## src/shared/plsr_pkg.sv

```systemverilog
// constants, codes and register map of the indicator source and strap read-back bank
package plsr_pkg;
  // register port widths
  localparam int ADDR_W = 16;
  localparam int DATA_W = 16;

  // register offsets
  localparam logic [15:0] ADDR_PLAIN_PIN_MODE_STATUS = 16'h0001;
  localparam logic [15:0] ADDR_INDICATOR_SEL = 16'h0460;
  localparam logic [15:0] ADDR_IO_CTRL = 16'h0461;
  localparam logic [15:0] ADDR_IRQ_STATUS = 16'h0462;
  localparam logic [15:0] ADDR_IRQ_MASK = 16'h0463;
  localparam logic [15:0] ADDR_STRAP_LOW = 16'h0467;
  localparam logic [15:0] ADDR_STRAP_CFG = 16'h0468;

  // indicator select fields
  localparam int SEL_W = 4;
  localparam int SEL_FIRST_LSB = 0;
  localparam int SEL_SECOND_LSB = 4;
  localparam logic [3:0] RST_SEL_FIRST = 4'h0;
  localparam logic [3:0] RST_SEL_SECOND = 4'h5;

  // strap read-back layout
  localparam int STRAP_LOW_W = 11;
  localparam logic [10:0] RST_STRAP_LOW = 11'h000;
  localparam logic [15:0] RST_STRAP_CFG = 16'h0087;
  localparam logic [15:0] STRAP_CFG_MASK = 16'h519f;
  localparam int CFG_ISOLATE_BIT = 14;
  localparam int CFG_AMDIX_BIT = 7;
  localparam int CFG_AUTONEG_BIT = 0;

  // interrupt status and mask layout
  localparam int IRQ_W = 3;
  localparam int IRQ_LINK_LOST = 0;
  localparam int IRQ_PRBS = 1;
  localparam int IRQ_MII_ERR = 2;
  localparam logic [2:0] RST_IRQ_MASK = 3'h0;

  // timing: clock rate and indicator timings
  localparam int CLK_KHZ = 125000;
  localparam int BLINK_HALF_MS = 50;
  localparam int STRETCH_MS = 40;
  localparam int BLINK_HALF_CYC = BLINK_HALF_MS * CLK_KHZ;
  localparam int STRETCH_CYC = STRETCH_MS * CLK_KHZ;

  // indicator source codes
  typedef enum logic [3:0] {
    SRC_LINK = 4'h0, SRC_ACT = 4'h1, SRC_TX = 4'h2, SRC_RX = 4'h3,
    SRC_COL = 4'h4, SRC_SPEED100 = 4'h5, SRC_SPEED10 = 4'h6, SRC_FDX = 4'h7,
    SRC_LINK_BLINK = 4'h8, SRC_STRETCH = 4'h9, SRC_LINK100FD = 4'ha, SRC_LPI = 4'hb,
    SRC_MII_ERR = 4'hc, SRC_LINK_LOST = 4'hd, SRC_PRBS = 4'he, SRC_RSVD = 4'hf
  } plsr_src_t;

  // strap capture sequence, gray coded
  typedef enum logic [1:0] {
    ST_WAIT = 2'b00,
    ST_CAPTURE = 2'b01,
    ST_RUN = 2'b11
  } plsr_fsm_t;

  // true for the one select code that must never light an indicator
  function automatic logic plsr_is_rsvd(input logic [3:0] sel);
    plsr_is_rsvd = (sel == SRC_RSVD);
  endfunction : plsr_is_rsvd
endpackage : plsr_pkg

```

## src/rtl/plsr_src_mux.sv

```systemverilog
// source selector for one indicator output
`timescale 1ns/1ps
module plsr_src_mux (
  input wire logic [plsr_pkg::SEL_W-1:0] sel,
  input wire logic [15:0] src_vec,
  output logic lit
);
  import plsr_pkg::*;

  // the reserved code is forced dark even if a source drives its slot
  always_comb begin
    lit = plsr_is_rsvd(sel) ? 1'b0 : src_vec[sel];
  end
endmodule : plsr_src_mux

```

## src/rtl/plsr_regs.sv

```systemverilog
// indicator source select, strap read-back and interrupt registers
`timescale 1ns/1ps
// Notes on behaviour
// - bits 7-4 pick second indicator, reset 5, extended only
// - bits 3-0 pick first indicator, reset 0
// - codes 0-7 map plain_pin_mode link status sources
// - codes 8-C map blink, stretch, link100fd, lpi, error
// - code D latches link loss until status read
// - code E latches test pattern error until cleared
// - plain mode: strap bit 14 drives mac isolation
// - strap low register shows eleven latched pins
// - strap config resets 0x87, bits 15,13 zero
// - io control register reads all zero
// - strap config bit 0 is inverted autoneg disable
module plsr_regs #(
  parameter int BLINK_HALF_CYCLES = plsr_pkg::BLINK_HALF_CYC,
  parameter int STRETCH_CYCLES = plsr_pkg::STRETCH_CYC
) (
  input wire logic clk,
  input wire logic nrst,
  input wire logic [plsr_pkg::ADDR_W-1:0] addr,
  input wire logic [plsr_pkg::DATA_W-1:0] wdata,
  input wire logic wr_stb,
  input wire logic rd_stb,
  output logic [plsr_pkg::DATA_W-1:0] rdata,
  input wire logic extended_pin_mode,
  input wire logic [plsr_pkg::STRAP_LOW_W-1:0] strap_value_pins,
  input wire logic [15:0] strap_cfg_pins,
  input wire logic autoneg_disable_pin,
  input wire logic link_up,
  input wire logic tx_act,
  input wire logic rx_act,
  input wire logic collision,
  input wire logic speed_100,
  input wire logic full_duplex,
  input wire logic lpi_active,
  input wire logic mii_error,
  input wire logic prbs_error,
  input wire logic prbs_cnt_clear,
  output logic first_indicator,
  output logic second_indicator,
  output logic mac_pin_isolate,
  output logic autoneg_enable_strap,
  output logic irq
);
  import plsr_pkg::*;

  localparam int BLINK_W = $clog2(BLINK_HALF_CYCLES + 1);
  localparam int STRETCH_W = $clog2(STRETCH_CYCLES + 1);
  localparam logic [BLINK_W-1:0] BLINK_RELOAD = BLINK_W'(BLINK_HALF_CYCLES - 1);
  localparam logic [STRETCH_W-1:0] STRETCH_RELOAD = STRETCH_W'(STRETCH_CYCLES);

  typedef struct packed {
    plsr_fsm_t fsm;
    logic [SEL_W-1:0] sel_first;
    logic [SEL_W-1:0] sel_second;
    logic [STRAP_LOW_W-1:0] strap_low;
    logic [15:0] strap_cfg;
    logic link_d;
    logic link_lost;
    logic prbs_hold;
    logic [BLINK_W-1:0] blink_cnt;
    logic blink_ph;
    logic [STRETCH_W-1:0] stretch_cnt;
    logic [IRQ_W-1:0] irq_stat;
    logic [IRQ_W-1:0] irq_mask;
    logic [DATA_W-1:0] rdata;
    logic ind_first;
    logic ind_second;
    logic isolate;
  } plsr_state_t;

  plsr_state_t st;
  plsr_state_t next_st;
  logic [15:0] src_vec;
  logic [SEL_W-1:0] eff_sel [2];
  logic lit [2];
  logic any_act;
  logic link_fell;
  logic status_read;
  logic [IRQ_W-1:0] irq_events;

  // raw event terms shared by the source slots, the stretch window, the latches and the interrupt bits
  assign any_act = tx_act | rx_act;
  assign link_fell = st.link_d & ~link_up;
  assign status_read = rd_stb && (addr == ADDR_PLAIN_PIN_MODE_STATUS);

  // second select only counts in extended pin mode; plain mode keeps the reset source
  assign eff_sel[0] = st.sel_first;
  assign eff_sel[1] = extended_pin_mode ? st.sel_second : RST_SEL_SECOND;

  // source slots in code order; slot 15 is never lit
  always_comb begin
    src_vec = 16'h0000;
    src_vec[SRC_LINK] = link_up;
    src_vec[SRC_ACT] = any_act;
    src_vec[SRC_TX] = tx_act;
    src_vec[SRC_RX] = rx_act;
    src_vec[SRC_COL] = collision;
    src_vec[SRC_SPEED100] = speed_100;
    src_vec[SRC_SPEED10] = ~speed_100;
    src_vec[SRC_FDX] = full_duplex;
    src_vec[SRC_LINK_BLINK] = link_up & ~(any_act & st.blink_ph);
    src_vec[SRC_STRETCH] = (st.stretch_cnt != '0);
    src_vec[SRC_LINK100FD] = link_up & speed_100 & full_duplex;
    src_vec[SRC_LPI] = lpi_active;
    src_vec[SRC_MII_ERR] = mii_error;
    src_vec[SRC_LINK_LOST] = st.link_lost;
    src_vec[SRC_PRBS] = st.prbs_hold;
    src_vec[SRC_RSVD] = 1'b0;
  end

  // one selector per indicator
  genvar gi;
  generate
    for (gi = 0; gi < 2; gi++) begin : g_ind
      plsr_src_mux u_mux (
        .sel(eff_sel[gi]),
        .src_vec(src_vec),
        .lit(lit[gi])
      );
    end
  endgenerate

  // events that feed the sticky interrupt bits
  always_comb begin
    irq_events = '0;
    irq_events[IRQ_LINK_LOST] = link_fell;
    irq_events[IRQ_PRBS] = prbs_error;
    irq_events[IRQ_MII_ERR] = mii_error;
  end

  // next state of the whole bank
  always_comb begin
    next_st = st;
    next_st.link_d = link_up;
    next_st.rdata = '0;
    // straps are sampled one cycle after reset release so pins have settled
    case (st.fsm)
      ST_WAIT: begin
        next_st.fsm = ST_CAPTURE;
      end
      ST_CAPTURE: begin
        next_st.fsm = ST_RUN;
        next_st.strap_low = strap_value_pins;
        next_st.strap_cfg = strap_cfg_pins & STRAP_CFG_MASK;
        next_st.strap_cfg[CFG_AMDIX_BIT] = ~strap_cfg_pins[CFG_AMDIX_BIT];
        next_st.strap_cfg[CFG_AUTONEG_BIT] = ~autoneg_disable_pin;
      end
      ST_RUN: begin
        next_st.fsm = ST_RUN;
      end
      default: begin
        next_st.fsm = ST_WAIT;
      end
    endcase
    // blink phase flips every half period, free running
    if (st.blink_cnt == '0) begin
      next_st.blink_cnt = BLINK_RELOAD;
      next_st.blink_ph = ~st.blink_ph;
    end else begin
      next_st.blink_cnt = st.blink_cnt - 1'b1;
    end
    // activity restarts the stretch window; idle lets it run down
    if (any_act) begin
      next_st.stretch_cnt = STRETCH_RELOAD;
    end else if (st.stretch_cnt != '0) begin
      next_st.stretch_cnt = st.stretch_cnt - 1'b1;
    end
    // link loss latch: a loss in the clearing cycle still wins
    if (status_read) begin
      next_st.link_lost = 1'b0;
    end
    if (link_fell) begin
      next_st.link_lost = 1'b1;
    end
    // test pattern error latch, held until the error counter clears
    if (prbs_cnt_clear) begin
      next_st.prbs_hold = 1'b0;
    end
    if (prbs_error) begin
      next_st.prbs_hold = 1'b1;
    end
    // register writes; upper select bits belong to another block
    if (wr_stb) begin
      case (addr)
        ADDR_INDICATOR_SEL: begin
          next_st.sel_first = wdata[SEL_FIRST_LSB +: SEL_W];
          next_st.sel_second = wdata[SEL_SECOND_LSB +: SEL_W];
        end
        ADDR_IRQ_MASK: begin
          next_st.irq_mask = wdata[IRQ_W-1:0];
        end
        default: begin
          next_st.irq_mask = st.irq_mask; // read-only and unmapped writes are dropped
        end
      endcase
    end
    // register reads, data valid in the following cycle only
    if (rd_stb) begin
      case (addr)
        ADDR_INDICATOR_SEL: begin
          next_st.rdata = {8'h00, st.sel_second, st.sel_first};
        end
        ADDR_IO_CTRL: begin
          next_st.rdata = 16'h0000;
        end
        ADDR_IRQ_STATUS: begin
          next_st.rdata = {{(DATA_W-IRQ_W){1'b0}}, st.irq_stat};
          next_st.irq_stat = '0;
        end
        ADDR_IRQ_MASK: begin
          next_st.rdata = {{(DATA_W-IRQ_W){1'b0}}, st.irq_mask};
        end
        ADDR_STRAP_LOW: begin
          next_st.rdata = {5'h00, st.strap_low};
        end
        ADDR_STRAP_CFG: begin
          next_st.rdata = st.strap_cfg & STRAP_CFG_MASK;
        end
        default: begin
          next_st.rdata = 16'h0000;
        end
      endcase
    end
    // sticky bits: new events override a read-clear in the same cycle
    next_st.irq_stat = next_st.irq_stat | irq_events;
    // outputs taken from flops so lamps never glitch on select writes
    next_st.ind_first = lit[0];
    next_st.ind_second = lit[1];
    next_st.isolate = ~extended_pin_mode & st.strap_cfg[CFG_ISOLATE_BIT];
  end

  // state register; reset loads documented values only
  always_ff @(posedge clk or negedge nrst) begin
    if (!nrst) begin
      st.fsm <= ST_WAIT;
      st.sel_first <= RST_SEL_FIRST;
      st.sel_second <= RST_SEL_SECOND;
      st.strap_low <= RST_STRAP_LOW;
      st.strap_cfg <= RST_STRAP_CFG;
      st.link_d <= 1'b0;
      st.link_lost <= 1'b0;
      st.prbs_hold <= 1'b0;
      st.blink_cnt <= '0;
      st.blink_ph <= 1'b0;
      st.stretch_cnt <= '0;
      st.irq_stat <= '0;
      st.irq_mask <= RST_IRQ_MASK;
      st.rdata <= '0;
      st.ind_first <= 1'b0;
      st.ind_second <= 1'b0;
      st.isolate <= 1'b0;
    end else begin
      st <= next_st;
    end
  end

  // port drive
  assign rdata = st.rdata;
  assign first_indicator = st.ind_first;
  assign second_indicator = st.ind_second;
  assign mac_pin_isolate = st.isolate;
  assign autoneg_enable_strap = st.strap_cfg[CFG_AUTONEG_BIT];
  assign irq = |(st.irq_stat & st.irq_mask);
endmodule : plsr_regs

```

## config.mk

```make
export PLATFORM = sky130hd
export DESIGN_NAME = plsr_regs
export DESIGN_NICKNAME = d
export VERILOG_FILES = /design/src/shared/plsr_pkg.sv /design/src/rtl/plsr_src_mux.sv /design/src/rtl/plsr_regs.sv
export SDC_FILE = /design/constraint.sdc
export NUM_CORES = 1
export LEC_CHECK = 0
export BUFFER_PORTS_ARGS = -buffer_cell sky130_fd_sc_hd__buf_2
export CAP_MARGIN = 20
export CORE_MARGIN = 2
export CORE_UTILIZATION = 55
export DETAILED_ROUTE_END_ITERATION = 8
export MAX_ROUTING_LAYER = met4
export PLACE_DENSITY = 0.83
export SLEW_MARGIN = 15
export SYNTH_ARGS = -nofsm -noshare
export SYNTH_HDL_FRONTEND = slang
export SYNTH_SLANG_ARGS = --single-unit
```

## constraint.sdc

```tcl
create_clock -name clk -period 2.9 [get_ports clk]
set_input_delay 0.435 -clock clk [delete_from_list [all_inputs] [get_ports clk]]
set_output_delay 0.435 -clock clk [all_outputs]
set_load 0.03 [all_outputs]
```

### Word-level counts from Yosys, hierarchy flattened

Index checks and enable logic that the tools add are counted.

| word-level totals | value |
|---|---|
| bits in registers | 105 |
| input bits | 75 |
| word-level logic and storage cells | 77 |

| cells by class | value |
|---|---|
| $add $sub $neg | 2 |
| magnitude comparators | 2 |
| equal/unequal tests | 10 |
| multiplexer cells | 19 |
| bitwise gates (word level) | 16 |
| reductions and logical operators | 11 |

Operators by type and width:

| kind | count |
|---|---|
| 16-bit by 11-bit equality test with 1-bit output, second input constant | 5 |
| 15-bit case mux with 5 select lines | 1 |
| 23-bit two-way mux | 3 |
| 23-bit by 1-bit subtractor with 23-bit output, second input constant | 2 |
| 23-bit logical NOT | 1 |
| 23-bit nonzero test | 1 |
| 16-bit by 1-bit equality test with 1-bit output, second input constant | 1 |
| 15-bit two-way mux | 1 |
| 4-bit by 5-bit < comparator with 1-bit output, second input constant | 2 |
| 1-bit binary-select mux with 4-bit select | 2 |
| 4-bit equality test, second input constant | 2 |
| 1-bit two-way mux | 8 |
| 1-bit inverter | 7 |
| 1-bit bitwise AND | 6 |
| 3-bit two-way mux | 2 |
| 2-bit nonzero test | 3 |
| 4-bit two-way mux | 1 |
| 2-bit case mux with 2 select lines | 1 |
| 2-bit AND reduction | 2 |
| 3-bit bitwise AND | 1 |
| 3-bit bitwise OR | 1 |
| 3-bit OR reduction | 1 |
| 2-bit by 1-bit equality test with 1-bit output, second input constant | 1 |
| 2-bit equality test, second input constant | 1 |
| other kinds (4) | 4 |

### Logic depth before layout (Yosys ltp)

| depth | value |
|---|---|
| depth after elaboration | 7 |
| mapped depth | 8 |
| gate-level depth less buffers | 7 |

### Modules after synthesis

Synthesis repeated with hierarchy kept, for this count alone.

| unflattened totals | value |
|---|---|
| cells, all modules | 492 |
| area, all modules | 5,312.6 um2 |

By module, submodules not included:

| module | instances | cells an instance | area each (um2) | seq. area each (um2) |
|---|---|---|---|---|
| plsr_regs | 1 | 472 | 5,042.3 | 2,560.0 |
| plsr_src_mux | 2 | 10 | 135.1 | 0.0 |

### Least setup slack after synthesis

No wires, ideal clock.

| timing path | value |
|---|---|
| path kind | register to register |
| from | register st[42] (netlist name) |
| to | register st[36] (netlist name) |
| arrival | 2.057 ns |
| data required time | 2.769 ns |
| slack | 0.711 ns |
| stages on the path, launching flop included | 7 |
| buffers on the path | 1 |
| path through | dfrtp_1 -> or4_4 -> or4_1 -> buf_6 -> o21ai_4 -> nor4_1 -> or3_1 |

| on the way | value |
|---|---|
| longest elaborated chain between the ends | 2 |

RTL lines:

| item | RTL line | text |
|---|---|---|
| start: declaration | plsr_regs.sv:73 | `plsr_state_t st;` |
| start signal: assignment | plsr_regs.sv:255 | `st <= next_st;` |
| 23-bit nonzero test | plsr_regs.sv:167 | `end else if (st.stretch_cnt != '0) begin` |
| 2-bit nonzero test (no source line) | n/a |  |

Every way passes these cells.
A chain may end at the register's enable or synchronous reset.

### Worst setup path after layout

| timing path | value |
|---|---|
| from | register st[42] (netlist name) |
| to | register st[38] (netlist name) |

Same word-level chain as after synthesis.

==> impl_metrics.csv <==
group,metric,value,unit
pwr,p_sw,0.642,mW
timing,fmax,429,MHz
cells_and_area,final_layout_size_suffix_gt1_share,26.8,%
worst_setup_path,cp.buffers_inverters,1,
drt,post-route-drc-count,0,
clock_tree,cts_buffers,9,
worst_setup_path,cp.arrival,2.59,ns
global_route,antenna_found_initial,0,
placement,dpl_cell_area,0.00542,mm^2
worst_setup_path,crit_family,"simple AND/OR/NAND/NOR gates",
drt,drt-vias-per-instance,5.94,
pwr,power_leakage,2.38,nW
placement,routabilityCongestion,0.920,
flow_run,maxCapViolations,0,
timing,period_minus_slack,2.33,ns
clock_tree,cts_buffer_depth,2,
timing,skew,0.0107,ns
synth,synth_area_leader_cell,"dfrtp_1",
timing,max_slew_margin,43.4,%
pwr,ir_drop,326,uV
cells_and_area,antenna_cells,0,
floorplan,num_rows,34,
drt,final_antenna_net_count,0,
timing,finalHoldViolations,0,
clock_tree,cts-hold-fix-buffers,0,
cells_and_area,area_growth_syn_to_layout,11.9,%
synth,synth-warning-count,0,
timing,max_slew.worst_pin.slew,0.849,ns
global_route,grt_pass1_wl,17800,um
timing,report.final.slew_viol_count,0,
global_route,grt_pass1_vias,3739,
timing,rsz0062_at_grt,"false",
timing,tns,0,ns
timing,fin_ws,0.568,ns
floorplan,dieArea,0.00991,mm^2
drt,wirelength,10700,um
pwr,internal_power,1.88,mW
cells_and_area,stdcell_area,0.00562,mm^2
outcome,outcome,"completed",
drt,drt-pass1-iter-count,4,
drt,wl_per_cell,16.4,um
timing,setup-violations-final,0,
timing,period_share,80.4,%
floorplan,core-area,0.00881,mm^2
synth,avgSynthCellArea,10.6,um^2
synth,synth_area_leaders,"dfrtp_1 48%, mux2_2 6.5%, nor2_1 3.2%",
min_path,holdCritPathClass,"in2async",
worst_setup_path,end_kind,"flip-flop",
clock_tree,htreeDepth,3,
synth,synth-seq-area-share,51.0,%
pwr,p_sw_share,25.4,%
synth,synthArstFlopShare,100,%
worst_setup_path,path_class,"reg2reg",
synth,synth_cells,475,
clock_tree,path_clk_slew,0.10,ns
clock_tree,post-cts-setup-buffer-count,0,
placement,pre_cts_ws,0.561,ns
synth,synth_commonest_cells,"96 x dfrtp_1, 43 x nor2_1, 34 x nand2_1, 29 x mux2_2, 20 x nor4_1",
placement,dp_cells,636,
pwr,clockPowerShare,33.7,%
worst_setup_path,max_stage_delay,0.56,ns
worst_setup_path,critPathSlowestCell,"or4_4",
floorplan,die_height,99.5,um
cells_and_area,nets,617,
placement,dp_hpwl,7900,um
cells_and_area,stdcell_count,652,
synth,synth_cell_type_count,60,
floorplan,initial_utilization,57.0,%
global_route,grt_max_degree,69,
drt,drt_iter0_markers,225,
clock_tree,cts_resized,0,
pwr,powerDensity,450,mW/mm^2
synth,synth_ff_type,"dfrtp_1",
timing,holdWs,0.173,ns
clock_tree,cts_tree,"yes",
synth,synth_area,0.00502,mm^2
synth,synth_most_common_cell,"dfrtp_1",
pwr,pwr-share-seq,58.2,%
floorplan,fp.dieW,99.5,um
synth,synth_edf_count,0,
clock_tree,clock_latency,0.36,ns
worst_setup_path,path_cells,"or4_4, or4_1, o21ai_4, buf_4, nor4_1, o21a_1",
synth,synth_top_area_share,47.9,%
synth,ys_ff_latch,102,
worst_setup_path,startpoint_type,"flip-flop",
pwr,pwr-share-comb,8.1,%
clock_tree,clock-sinks,102,
global_route,overflow,0,
drt,num_vias,3873,
worst_setup_path,required,3.15,ns
worst_setup_path,critPathMaxFanout,9,
placement,io_buffers,76,
global_route,grtUsageTotal,23.0,%
floorplan,ios,96,
clock_tree,root_buffer,"clkbuf_8",
## power by group through the flow
stage / clock (mW) / combinational, mW / sequential, mW
after floorplan: 0 / 0.101 / 1.50
after global placement: 0 / 0.199 / 1.50
after detailed placement: 0 / 0.206 / 1.50
after CTS: 0.873 / 0.207 / 1.47
after global routing: 0.927 / 0.230 / 1.47
final: 0.850 / 0.206 / 1.47
## sequential cells by signal (all words and copies together), names as in the netlist
signal	count
autoneg_enable_strap	1
src_vec	2
rdata	13
mac_pin_isolate	1
first_indicator	1
eff_sel	4
second_indicator	1
st	79
## layer usage
layer | track usage [%] | share of wire [%] | vias to the layer above
met5 | - | 0 | -
met1 | 31.9 | 44 | 1892
li1 | - | - | 1853
met2 | 35.4 | 49 | 113
met3 | 3.58 | 4.8 | 15
met4 | 7.06 | 1.3 | 0
## per-stage QoR
step	utilization [%]	power (mW)
3_5_place_dp	61.6	1.70
4_1_cts	63.8	2.55
5_1_grt	63.8	2.63
3_3_place_gp	61.6	1.70
2_1_floorplan	-	1.60
6_report	63.8	2.53
## worst register-to-register path, cell delays in order (launching register included)
cell and delay, ns:
dfrtp_1 0.43, or4_4 0.56, or4_1 0.51, o21ai_4 0.30
buf_4 0.21, nor4_1 0.06, o21a_1 0.17
## layout by cell type, fill, tap and decap left out, types with 15 or more instances in the layout
master | netlist | layout
a21oi_1 | 19 | 19
nand2_1 | 34 | 34
dfrtp_1 | 96 | 96
buf_2 | 0 | 75
xnor2_1 | 15 | 15
mux2_2 | 29 | 29
nor4_1 | 20 | 20
nor2_1 | 43 | 43
## cells by family (layout without fill, tap and decap cells)
group / count (synthesis) / count (layout) / synth area share (%)
AND/OR/NAND/NOR: 175 / 175 / 18.4
flip-flops: 102 / 102 / 51.0
AO/OA/AOI/OAI: 84 / 84 / 11.7
buffers and inverters: 48 / 115 / 5.09
multiplexers: 38 / 38 / 8.80
XOR/XNOR: 24 / 24 / 4.19
adder cells (fa/ha/maj): 3 / 3 / 0.748
other: 1 / 3 / 0.0747
## layout make-up
| class | instances | area [um^2] |
|---|---|---|
| repair buffers | 85 | 463 |
| clock inverters | 6 | 53.8 |
| flip-flops and latches | 102 | 2560 |
| clock buffers | 10 | 138 |
| fillers | 703 | 3190 |
| inverters | 14 | 52.6 |
| well taps | 108 | 135 |
| multi-input cells | 327 | 2210 |
## worst paths after layout
kind	from	end	slack (ns)	cells after the start
setup / recovery	st[42]	st[38]	0.57	6
hold / removal	nrst	st[59]	0.17	1
setup reg to reg	st[42]	st[38]	0.57	6
hold reg to reg	st[110]	st[111]	0.42	0
max in group asynchronous	nrst	st[27]	2.06	2
min in group clk	autoneg_disable_pin	autoneg_enable_strap	0.19	2
Note: power is estimated with default switching activity, not from simulation.
